==> config.mk <==
export PLATFORM = sky130hd
export DESIGN_NAME = dsr_ctrl_flat
export DESIGN_NICKNAME = d
export VERILOG_FILES = /design/src/inc/dsr_pkg.sv /design/src/inc/dsr_if.sv /design/src/design/dsr_ctrl.sv /design/src/flat_wrapper.sv
export SDC_FILE = /design/constraint.sdc
export NUM_CORES = 1
export LEC_CHECK = 0
export BUFFER_PORTS_ARGS = -buffer_cell sky130_fd_sc_hd__buf_2
export CORE_AREA = 2 2 144 146
export CTS_BUF_LIST = sky130_fd_sc_hd__clkbuf_16
export CTS_CLUSTER_DIAMETER = 200
export DETAILED_ROUTE_END_ITERATION = 10
export DIE_AREA = 0 0 146 148
export GPL_ROUTABILITY_DRIVEN = 0
export PLACE_DENSITY = 0.7
export SKIP_LAST_GASP = 1
export SLEW_MARGIN = 40
export SYNTH_ARGS = -nofsm -noshare
export SYNTH_HDL_FRONTEND = slang
export SYNTH_HIERARCHICAL = 1
export SYNTH_SLANG_ARGS = --single-unit
==> constraint.sdc <==
create_clock -name SYS_CLK -period 11.2 [get_ports SYS_CLK]
set_input_delay 1.12 -clock SYS_CLK [delete_from_list [all_inputs] [get_ports SYS_CLK]]
set_output_delay 1.12 -clock SYS_CLK [all_outputs]
set_load 0.02 [all_outputs]
==> src/inc/dsr_pkg.sv <==
// shared constants for the double-data-rate sram device end and its controller end
package dsr_pkg;

  // ----------------------------------------------------------------
  // organisation
  // ----------------------------------------------------------------
  localparam int DW       = 8;                      // data word width: 8, 9, 18 or 36
  localparam int NLANE    = (DW == 8) ? 2 : (DW == 9) ? 1 : (DW == 18) ? 2 : 4;
  localparam int LW       = DW / NLANE;             // bits governed by one write mask
  localparam int AW       = (DW <= 9) ? 22 : (DW == 18) ? 21 : 20; // RULE_08
  localparam int CORE_AW  = 10;                     // implemented depth, low address bits only
  localparam int FIFO_DEPTH = 4;

  // ----------------------------------------------------------------
  // input timing phases and reset values
  // ----------------------------------------------------------------
  localparam logic PH_POS = 1'b0;                   // rising edge of positive input phase
  localparam logic PH_NEG = 1'b1;                   // rising edge of negative input phase
  localparam logic SEL_IDLE = 1'b1;                 // active-low selects at rest
  localparam logic [NLANE-1:0] MASK_IDLE = {NLANE{1'b1}};

  // write command as it sits in the fifo: address, two words, two mask sets
  typedef struct packed {
    logic [AW-1:0]    addr;
    logic [DW-1:0]    data1;
    logic [NLANE-1:0] mask1_n;
    logic [DW-1:0]    data0;
    logic [NLANE-1:0] mask0_n;
  } dsr_wcmd_s;

  localparam int WCMD_W = $bits(dsr_wcmd_s);

endpackage : dsr_pkg

==> src/inc/dsr_if.sv <==
// pin-level link between the sram device end and the memory controller end
`timescale 1ns/100ps
interface dsr_if;
  logic                        k_phase;          // phase of the edge sampling the pins
  logic                        read_port_select; // active low
  logic                        write_port_select;// active low
  logic [dsr_pkg::AW-1:0]      addr;             // read addr on pos phase, write on neg
  logic [dsr_pkg::DW-1:0]      wdata;
  logic [dsr_pkg::NLANE-1:0]   write_mask_n;     // half-byte or byte lane masks
  logic [dsr_pkg::DW-1:0]      rdata;
  logic                        rdata_oe;         // high while the device drives rdata

  modport dev (
    input  k_phase,
    input  read_port_select,
    input  write_port_select,
    input  addr,
    input  wdata,
    input  write_mask_n,
    output rdata,
    output rdata_oe
  );

  modport ctrl (
    output k_phase,
    output read_port_select,
    output write_port_select,
    output addr,
    output wdata,
    output write_mask_n,
    input  rdata,
    input  rdata_oe
  );
endinterface : dsr_if

==> src/design/dsr_ctrl.sv <==
// controller end: write command fifo and pin sequencer for the sram link
//
// How it works
// RULE_01 - x8 uses two active-low half-byte masks
// RULE_02 - first mask bits 3:0, second 7:4
// RULE_03 - masks sampled on same edge as data
// RULE_04 - deasserted mask leaves stored lane unchanged
// RULE_05 - wider words use up to four byte masks
// RULE_06 - read address positive phase, write address negative
// RULE_07 - controller alternates read and write addresses
// RULE_08 - address width 22, 21 or 20 bits
// RULE_09 - address ignored when its port deselected
// RULE_10 - read data launched on both phases
// RULE_11 - read outputs released when read deselected
// RULE_12 - read data width follows configuration
// RULE_13 - write select low on positive phase starts write
// RULE_14 - write data sampled only during writes
// RULE_15 - read select starts read; pending read completes
// RULE_16 - two-word burst, positive then negative phase
`timescale 1ns/100ps
module dsr_fifo #(
  parameter int W     = 8,
  parameter int DEPTH = 4
) (
  input  wire logic         clk,
  input  wire logic         rst,
  input  wire logic         in_valid,
  output logic              in_ready,
  input  wire logic [W-1:0] in_data,
  output logic              out_valid,
  input  wire logic         out_ready,
  output logic [W-1:0]      out_data
);
  localparam int PW = $clog2(DEPTH);

  logic [W-1:0]  mem [0:DEPTH-1];
  logic [PW-1:0] wr_ptr_reg;
  logic [PW-1:0] rd_ptr_reg;
  logic [PW:0]   count_reg;
  logic [PW:0]   count_next;
  logic          push;
  logic          pop;
  logic          full_reg;

  assign push       = in_valid && !full_reg;
  assign pop        = out_valid && out_ready;
  assign count_next = count_reg + (PW+1)'(push) - (PW+1)'(pop);
  assign in_ready   = !full_reg;
  assign out_valid  = (count_reg != '0);
  assign out_data   = mem[rd_ptr_reg];

  // storage, no reset needed for data
  always_ff @(posedge clk)
  begin
    if (push)
      mem[wr_ptr_reg] <= in_data;
  end

  // pointers wrap naturally since depth is a power of two
  always_ff @(posedge clk or posedge rst)
  begin
    if (rst)
    begin
      wr_ptr_reg <= '0;
      rd_ptr_reg <= '0;
      count_reg  <= '0;
      full_reg   <= 1'b0;
    end
    else
    begin
      wr_ptr_reg <= wr_ptr_reg + PW'(push);
      rd_ptr_reg <= rd_ptr_reg + PW'(pop);
      count_reg  <= count_next;
      full_reg   <= (count_next == (PW+1)'(DEPTH));
    end
  end
endmodule : dsr_fifo

module dsr_ctrl (
  input  wire logic                            SYS_CLK,
  input  wire logic                            SYS_RST,
  input  wire logic                            WR_VALID,
  output logic                                 WR_READY,
  input  wire logic [dsr_pkg::WCMD_W-1:0]      WR_CMD,
  input  wire logic                            RD_VALID,
  output logic                                 RD_READY,
  input  wire logic [dsr_pkg::AW-1:0]          RD_ADDR,
  output logic                                 RD_DATA_VALID,
  output logic [2*dsr_pkg::DW-1:0]             RD_DATA,
  dsr_if.ctrl                                  LINK
);

  // ----------------------------------------------------------------
  // write buffering
  // ----------------------------------------------------------------
  logic                  phase_reg;
  logic                  fifo_valid;
  logic                  fifo_pop;
  dsr_pkg::dsr_wcmd_s    fifo_cmd;
  logic                  fifo_ready;
  localparam int CNT_W = $clog2(dsr_pkg::FIFO_DEPTH) + 1;
  logic [CNT_W-1:0]      wr_cnt_reg;
  logic [CNT_W-1:0]      wr_cnt_next;
  logic                  wr_push;

  // a write leaves the fifo only when a positive-phase slot is being set up
  assign fifo_pop = (phase_reg == dsr_pkg::PH_NEG);

  // only commands offered while ready are taken, so none is ever dropped
  assign wr_push     = WR_VALID && WR_READY && fifo_ready;
  assign wr_cnt_next = wr_cnt_reg + CNT_W'(wr_push) - CNT_W'(fifo_valid && fifo_pop);

  dsr_fifo #(
    .W     (dsr_pkg::WCMD_W),
    .DEPTH (dsr_pkg::FIFO_DEPTH)
  ) u_wfifo (
    .clk       (SYS_CLK),
    .rst       (SYS_RST),
    .in_valid  (wr_push),
    .in_ready  (fifo_ready),
    .in_data   (WR_CMD),
    .out_valid (fifo_valid),
    .out_ready (fifo_pop),
    .out_data  (fifo_cmd)
  );

  // occupancy mirror lets the flopped ready look one push ahead of full
  always_ff @(posedge SYS_CLK or posedge SYS_RST)
  begin
    if (SYS_RST)
    begin
      wr_cnt_reg <= '0;
      WR_READY   <= 1'b0;
    end
    else
    begin
      wr_cnt_reg <= wr_cnt_next;
      WR_READY   <= (wr_cnt_next != CNT_W'(dsr_pkg::FIFO_DEPTH));
    end
  end

  // ----------------------------------------------------------------
  // pin sequencer
  // ----------------------------------------------------------------
  logic                      wr_hold_reg;
  dsr_pkg::dsr_wcmd_s        wr_cmd_reg;
  logic                      rd_take;

  assign rd_take = RD_VALID && RD_READY;

  // pins set at one edge are sampled by the device at the next one,
  // with k_phase naming that sampling edge
  always_ff @(posedge SYS_CLK or posedge SYS_RST)
  begin
    if (SYS_RST)
    begin
      phase_reg              <= dsr_pkg::PH_POS;
      RD_READY               <= 1'b0;
      wr_hold_reg            <= 1'b0;
      wr_cmd_reg             <= '0;
      LINK.read_port_select  <= dsr_pkg::SEL_IDLE;
      LINK.write_port_select <= dsr_pkg::SEL_IDLE;
      LINK.addr              <= '0;
      LINK.wdata             <= '0;
      LINK.write_mask_n      <= dsr_pkg::MASK_IDLE;
    end
    else if (phase_reg == dsr_pkg::PH_NEG)
    begin
      // set up the positive phase: read address, write select and word 0
      phase_reg              <= dsr_pkg::PH_POS;
      RD_READY               <= 1'b0;
      LINK.read_port_select  <= !rd_take;                                 // RULE_15
      LINK.addr              <= rd_take ? RD_ADDR : '0;                   // RULE_07
      LINK.write_port_select <= !fifo_valid;                              // RULE_13
      wr_hold_reg            <= fifo_valid;
      wr_cmd_reg             <= fifo_cmd;
      LINK.wdata             <= fifo_valid ? fifo_cmd.data0 : '0;         // RULE_16
      LINK.write_mask_n      <= fifo_valid ? fifo_cmd.mask0_n : dsr_pkg::MASK_IDLE; // RULE_03
    end
    else
    begin
      // set up the negative phase: write address, word 1 and its masks
      phase_reg              <= dsr_pkg::PH_NEG;
      RD_READY               <= 1'b1;
      LINK.read_port_select  <= dsr_pkg::SEL_IDLE;
      LINK.write_port_select <= dsr_pkg::SEL_IDLE;
      LINK.addr              <= wr_hold_reg ? wr_cmd_reg.addr : '0;       // RULE_07
      LINK.wdata             <= wr_hold_reg ? wr_cmd_reg.data1 : '0;      // RULE_16
      LINK.write_mask_n      <= wr_hold_reg ? wr_cmd_reg.mask1_n : dsr_pkg::MASK_IDLE; // RULE_01
    end
  end

  assign LINK.k_phase = phase_reg;

  // ----------------------------------------------------------------
  // read capture
  // ----------------------------------------------------------------
  logic                   half_reg;

  // the device drives word 0 then word 1 back to back while enabled
  always_ff @(posedge SYS_CLK or posedge SYS_RST)
  begin
    if (SYS_RST)
    begin
      half_reg      <= 1'b0;
      RD_DATA       <= '0;
      RD_DATA_VALID <= 1'b0;
    end
    else
    begin
      RD_DATA_VALID <= LINK.rdata_oe && half_reg;
      if (LINK.rdata_oe)
      begin
        half_reg <= !half_reg;
        if (half_reg)
          RD_DATA[2*dsr_pkg::DW-1:dsr_pkg::DW] <= LINK.rdata;
        else
          RD_DATA[dsr_pkg::DW-1:0] <= LINK.rdata;
      end
      else
      begin
        half_reg <= 1'b0;
      end
    end
  end

endmodule : dsr_ctrl

==> src/flat_wrapper.sv <==
// flat-port wrapper written by rule: the top's interface ports become plain ports
module dsr_ctrl_flat 
  (SYS_CLK, SYS_RST, WR_VALID, WR_READY, WR_CMD, RD_VALID, RD_READY, RD_ADDR, RD_DATA_VALID, RD_DATA, LINK_k_phase, LINK_read_port_select, LINK_write_port_select, LINK_addr, LINK_wdata, LINK_write_mask_n, LINK_rdata, LINK_rdata_oe);
  dsr_if LINK_i ();
  input  wire logic SYS_CLK;
  input  wire logic SYS_RST;
  input  wire logic WR_VALID;
  output logic WR_READY;
  input  wire logic [dsr_pkg::WCMD_W-1:0] WR_CMD;
  input  wire logic RD_VALID;
  output logic RD_READY;
  input  wire logic [dsr_pkg::AW-1:0] RD_ADDR;
  output logic RD_DATA_VALID;
  output logic [2*dsr_pkg::DW-1:0] RD_DATA;
  output wire logic [$bits(LINK_i.k_phase)-1:0] LINK_k_phase;
  output wire logic [$bits(LINK_i.read_port_select)-1:0] LINK_read_port_select;
  output wire logic [$bits(LINK_i.write_port_select)-1:0] LINK_write_port_select;
  output wire logic [$bits(LINK_i.addr)-1:0] LINK_addr;
  output wire logic [$bits(LINK_i.wdata)-1:0] LINK_wdata;
  output wire logic [$bits(LINK_i.write_mask_n)-1:0] LINK_write_mask_n;
  input wire logic [$bits(LINK_i.rdata)-1:0] LINK_rdata;
  input wire logic [$bits(LINK_i.rdata_oe)-1:0] LINK_rdata_oe;
  assign LINK_k_phase = LINK_i.k_phase;
  assign LINK_read_port_select = LINK_i.read_port_select;
  assign LINK_write_port_select = LINK_i.write_port_select;
  assign LINK_addr = LINK_i.addr;
  assign LINK_wdata = LINK_i.wdata;
  assign LINK_write_mask_n = LINK_i.write_mask_n;
  assign LINK_i.rdata = LINK_rdata;
  assign LINK_i.rdata_oe = LINK_rdata_oe;
  dsr_ctrl u_core (.SYS_CLK(SYS_CLK), .SYS_RST(SYS_RST), .WR_VALID(WR_VALID), .WR_READY(WR_READY), .WR_CMD(WR_CMD), .RD_VALID(RD_VALID), .RD_READY(RD_READY), .RD_ADDR(RD_ADDR), .RD_DATA_VALID(RD_DATA_VALID), .RD_DATA(RD_DATA), .LINK(LINK_i));
endmodule
======== Yosys cells after proc, flatten, opt, wreduce, memory -nomap -nowiden ========
Memories as Yosys holds them, arrays and structs flattened.
Index checks and enable logic that the tools add are counted.
cells by class
  $add $sub $neg .......................... 6
  eq/ne operators ......................... 2
  mux-type cells .......................... 15
  bitwise operators ....................... 1
  reductions and logical operators ........ 13
operators by type and width
  kind                                         count
  two-way mux 22 bit                           3
  two-way mux 8 bit                            3
  adder 3 x 1 -> 3 bit                         2
  logical AND 1 bit                            6
  two-way mux 1 bit                            6
  two-way mux 2 bit                            3
  subtractor 3 x 1 -> 3 bit                    2
  adder 2 x 1 -> 2 bit                         2
  zero test 1 bit                              4
  AND reduction 2 bit                          2
  equality test 3 bit (second input constant)  1
  != test 3 bit (second input constant)        1
  nonzero test 3 bit                           1
  inverter 1 bit                               1
word-level totals
  register bits after elaboration ......... 98
  RAM bits ................................ 168
  input port bits ......................... 77
  output and inout bits ................... 54
  word-level logic and storage cells ...... 58
  memories ................................ 1
memory list
  memory              words  width  read ports  clocked after memory_dff  wr ports  line            text
  u_core.u_wfifo.mem  4      42     1           0                         1         dsr_ctrl.sv:36  logic [W-1:0] mem [0:DEPTH-1];

======== Depth between registers and ports, before layout ========
  word-level depth ........................ 6
  gate-level depth with buffers ........... 10
  depth with buffers taken out ............ 10

======== By module ========
The synthesis kept the hierarchy.
modules (own cells, without submodules)
  module    instances  cells each  area an instance (um^2)  sequential area each (um^2)
  dsr_fifo  1          251         6510.0                   5245.0
  dsr_ctrl  1          210         3400.8                   2257.2

======== Least setup slack after synthesis ========
No wires, ideal clock.
  kind .................................... in2reg
  from .................................... input WR_VALID
  to ...................................... memory u_core/u_wfifo/mem[2][0] (netlist bit), enable pin
  arrival ................................. 4.516 ns
  data required time ...................... 10.698 ns
  path slack .............................. 6.181 ns
  cell stages on the path ................. 4
  path through ............................ nand3_1 inv_1 nand2b_1 nor3b_1
on the way
  longest elaborated chain between the ends .. 5
RTL lines
  item                                     line               text
  start: declaration                       flat_wrapper.sv:7  input wire logic WR_VALID;
  logical AND 1 bit (2 in a row)           dsr_ctrl.sv:110    assign wr_push = WR_VALID && WR_READY && fifo_ready;
  named net u_core.wr_push                 dsr_ctrl.sv:104    logic wr_push;
  logical AND 1 bit                        dsr_ctrl.sv:45     assign push = in_valid && !full_reg;
  two-way mux 1 bit                        dsr_ctrl.sv:55     if (push)
  two-way mux 1 bit (implied by the code)  dsr_ctrl.sv:56     mem[wr_ptr_reg] <= in_data;
  end: declaration                         dsr_ctrl.sv:36
The timed path passes the listed nets, and every way through them passes these cells.

======== Worst setup path after layout ========
  from .................................... register u_core.phase_reg (netlist: u_core/LINK.k_phase)
  to ...................................... register u_core.WR_READY
on the way
  longest elaborated chain between the ends .. 3
RTL lines
  item                             line             text
  start: declaration               dsr_ctrl.sv:96   logic phase_reg;
  start signal: assignment         dsr_ctrl.sv:157  phase_reg <= dsr_pkg::PH_POS;
  start signal: assignment         dsr_ctrl.sv:170  phase_reg <= dsr_pkg::PH_POS;
  start signal: assignment         dsr_ctrl.sv:183  phase_reg <= dsr_pkg::PH_NEG;
  logical AND 1 bit                dsr_ctrl.sv:111  assign wr_cnt_next = wr_cnt_reg + CNT_W'(wr_push) - CNT_W'(fifo_valid && fifo_pop);
  subtractor 3 x 1 -> 3 bit        dsr_ctrl.sv:111
  named net u_core.wr_cnt_next[2]  dsr_ctrl.sv:103  logic [CNT_W-1:0] wr_cnt_next;
  != test 3 bit                    dsr_ctrl.sv:138  WR_READY <= (wr_cnt_next != CNT_W'(dsr_pkg::FIFO_DEPTH));
  end signal: assignment           dsr_ctrl.sv:138
  end: declaration                 dsr_ctrl.sv:83   output logic WR_READY,
The timed path passes the listed nets, and every way through them passes these cells.
A chain may end at the register's enable or synchronous reset.

==> results.md <==
- The number of sinks on the clock net is 266.
- The post-synth net total is 544.
- Of the available clock period, the critical path in the final layout requires 25.8%.
- The filler cell count in the final layout is 1544.
- During synthesis, Yosys emitted a total of 6 warnings.
- The count of flip-flops with a built-in enable after synthesis is 168.
- The async set or reset register ratio after synthesis is 36.8%.
- The flow ran to the end, and the final reports show no timing, DRC or antenna violations.
- Each instance of the synthesized netlist takes up on average 21.5 µm².
- The cell type contributing the most total cell area after synthesis is sky130_fd_sc_hd__edfxtp_1.
- Global routing used 17.2% of the available tracks.
- CTS built an H-tree with a depth of 1.
- The number of antenna violations at the first check in global routing is 2.
- The synthesized design devotes to its leading area cell type 50.9% of total area.
- The clock edge transition at the registers on the reported setup and hold paths is 60 ps.
- Detailed placement ended at an HPWL of 11.4 mm.
- Among all flip-flop cells after synthesis, the most frequent one is sky130_fd_sc_hd__edfxtp_1.
- The area growth from synthesis to layout is 17.2%.
- Summing over every cut layer, the via total after detailed routing is 4736.
- The clock tree root driver cell is sky130_fd_sc_hd__clkbuf_16.
- On the final layout, the worst clock skew is 14.7 ps.
- The width of the die is 146 µm.
- The number of global-route vias before repair was 5111.
- The final hold slack is 501 ps.
- The number of flip-flops and latches in the synthesized netlist is 266.
- TritonCTS built the clock tree.
- The power density of the placed cells is 261 nW/µm².
- The detail route stage leaves a number of antenna-violating nets equal to 0.
- Counting I/O delays and the setup requirement, the final critical path takes 2890 ps.
- At the end of the flow, the number of nets in the layout was 683.
- IR analysis of the VDD net gives a maximum drop of 159 µV.
- The highest-delay cell along the critical path is sky130_fd_sc_hd__dfrtp_4.
- Traced cell by cell, the critical path runs through and2_1, ha_1, inv_1, ha_1, inv_1, fa_1, xor3_1, nand3b_1.
- For this run the aggregate overflow at the end of global routing stands at 0.
- The register area is 7510 µm².
- The synthesized netlist occupies a cell area of 9910 µm².
- The number of max-slew violations in the final report is 0.
- The netlist uses 34 different library cells.
- The via density per instance is 5.32.
- For this design the static power due to leakage is 4.47 nW.
- After floorplanning, the core was divided into 52 placement rows.
- Timing would allow up to 346 MHz.
- The cell with the most instances after synthesis is sky130_fd_sc_hd__edfxtp_1.
- Setup repair after global routing left no endpoint under its margin.
- Input and output buffers added on the ports amount to 130.
- The critical path in this run is classified as reg2reg.
- The layout cell share with drive strength beyond 1 is 44.0%.
- The tool flagged a number of max-cap violations equal to 0.
- The total of hold buffers inserted after clock tree synthesis is 0.
- After detailed routing, the average wire length per cell comes to 20.2 µm.
- The final count of hold timing violations is 0.
- After clock tree synthesis, the setup repair step added 0 buffers.
- The register with the most flip-flops in the layout has 168 of them.
- For the worst-skew pair, the clock arrives at the later sink with an insertion delay of 520 ps.
- The endpoint required time on the critical path is 11590 ps.
- The worst-margin pin slew is 786 ps.
- The post-detailed-placement cell area is 10800 µm².
- The overall power after layout is 3.03 mW.
- The area of the core is 20000 µm².
- Setup violations remaining at the end of the flow were counted as 0.
- The floorplan step defined a die boundary enclosing 21600 µm².
- Entering global routing, the biggest net connects 65 pins.
- The remaining max-slew budget at the tightest pin is 47.4%.
- The share of the Yosys chip area taken by registers is 75.7%.
- The detailed-route DRC error count is 0.
- Sorting the synthesized cells by how often they occur yields sky130_fd_sc_hd__edfxtp_1 (168), sky130_fd_sc_hd__dfrtp_1 (94), sky130_fd_sc_hd__mux2_2 (48).
- The synthesized instance count is 461.
- The worst setup path is launched from a register.
- From bottom edge to top edge, the die measures 148 µm.
- In the final layout, the multi-input gates occupy 2140 µm².
- The number of DRC violations after detailed-routing iteration 0 is 349.
- The maximum fanout count along the critical path is 44.
- For the worst setup path, the data arrival time is 3290 ps.
- For this block, the routed nets add up to 18.0 mm of wire.
- The finished cells cover 11600 µm².
- The initial core utilization is 49.5%.
- 131 I/O pins were placed.
- Clock tree synthesis inserted a total of 26 buffers.
- For this run, the slowest stage of the critical path takes 810 ps.
- The first-pass GRT wire length is 28.8 mm.
- STA classifies the critical path endpoint as a register.
- The iteration count of the initial detailed-routing pass is 4.
- The setup TNS is 0 ps.
- In the post-synthesis netlist, the biggest area contributors are sky130_fd_sc_hd__edfxtp_1 (51%), sky130_fd_sc_hd__dfrtp_1 (24%), sky130_fd_sc_hd__mux4_2 (8.6%).
- In this run, post-CTS repair resized a total of 0 instances.
- No sink is reached through more buffers than the 3 on the longest clock path.
- The type of the worst min-delay path is reg2reg.
cells by family after synthesis:
group	share of synthesized area (%)
compound gates	3.24
xor+xnor	0.833
fa+ha+maj	0.909
buf+inv	3.04
flops	75.7
mux	15.1
simple gates	1.12
per-layer routing:
metal / track usage, % / share of wire, %
met1: 23.3 / 43
met2: 29.1 / 50
met3: 3.61 / 5.6
met4: 3.93 / 1.6
met5: 0 / 0.072
power by group:
part           switching (mW)  total (mW)  internal (mW)  leakage [nW]
Clock                   0.339       0.823          0.485         0.446
Combinational           0.355       0.729          0.374          1.35
Sequential              0.158        1.48           1.32          2.67
path summary, 6_finish.rpt:
| path | from | cells after the start | endpoint | slack (ps) |
|---|---|---|---|---|
| max | u_core/LINK.k_phase$_DFF_PP0_ | 8 | u_core/WR_READY$_DFF_PP0_ | 8310 |
| min | u_core/RD_DATA[7]$_DFFE_PP0P_ | 1 | u_core/RD_DATA[7]$_DFFE_PP0P_ | 500 |
| max reg2reg | u_core/LINK.k_phase$_DFF_PP0_ | 8 | u_core/WR_READY$_DFF_PP0_ | 8310 |
| min reg2reg | u_core/RD_DATA[7]$_DFFE_PP0P_ | 1 | u_core/RD_DATA[7]$_DFFE_PP0P_ | 500 |
| max in group asynchronous | SYS_RST | 3 | u_core/wr_hold_reg$_DFFE_PP0P_ | 9650 |
| min in group asynchronous | SYS_RST | 2 | u_core/u_wfifo/full_reg$_DFF_PP0_ | 580 |
layout by cell type (no fill, tap or decap), drive strengths merged:
cell / instances
mux2: 48
buf: 136
o31ai: 1
nand3b: 1
fa: 2
nand3: 3
nand2: 3
o22a: 2
dfrtp: 94
xor2: 1
edfxtp: 168
mux4: 42
a32o: 23
bufinv: 1
clkbuf: 29
or3: 1
nor3: 2
and2: 2
ha: 4
xor3: 2
and3: 1
o311ai: 1
dfstp: 4
xnor2: 3
o21ai: 1
a22o: 6
nand2b: 3
nor2b: 1
inv: 25
nor3b: 2
clkinv: 8
diode: 1
area by class of cell:
| cell class | count | area share (%) |
|---|---|---|
| inverter | 15 | 0.506 |
| timing repair buffer | 136 | 6.30 |
| antenna | 1 | 0.0215 |
| clock buffer | 29 | 6.25 |
| multi-input combinational | 155 | 18.4 |
| clock inverter | 19 | 0.915 |
| sequential | 266 | 64.7 |
| tap | 270 | 2.91 |
per-stage QoR:
step	cells	worst slack, ps	util (%)
floorplan	461	6180	-
global placement	840	7900	53.4
detailed placement	842	7950	53.8
CTS	890	8300	57.9
global route	890	8130	58.0
finish	891	8310	58.0
worst max-delay path: cells and delay by family (launching register included):
family,cells,cell delay (ps)
flops,1,810
fa+ha+maj,3,810
simple gates,2,600
xor+xnor,1,420
buf+inv,2,120
Note: power is estimated with default switching activity, not from simulation.
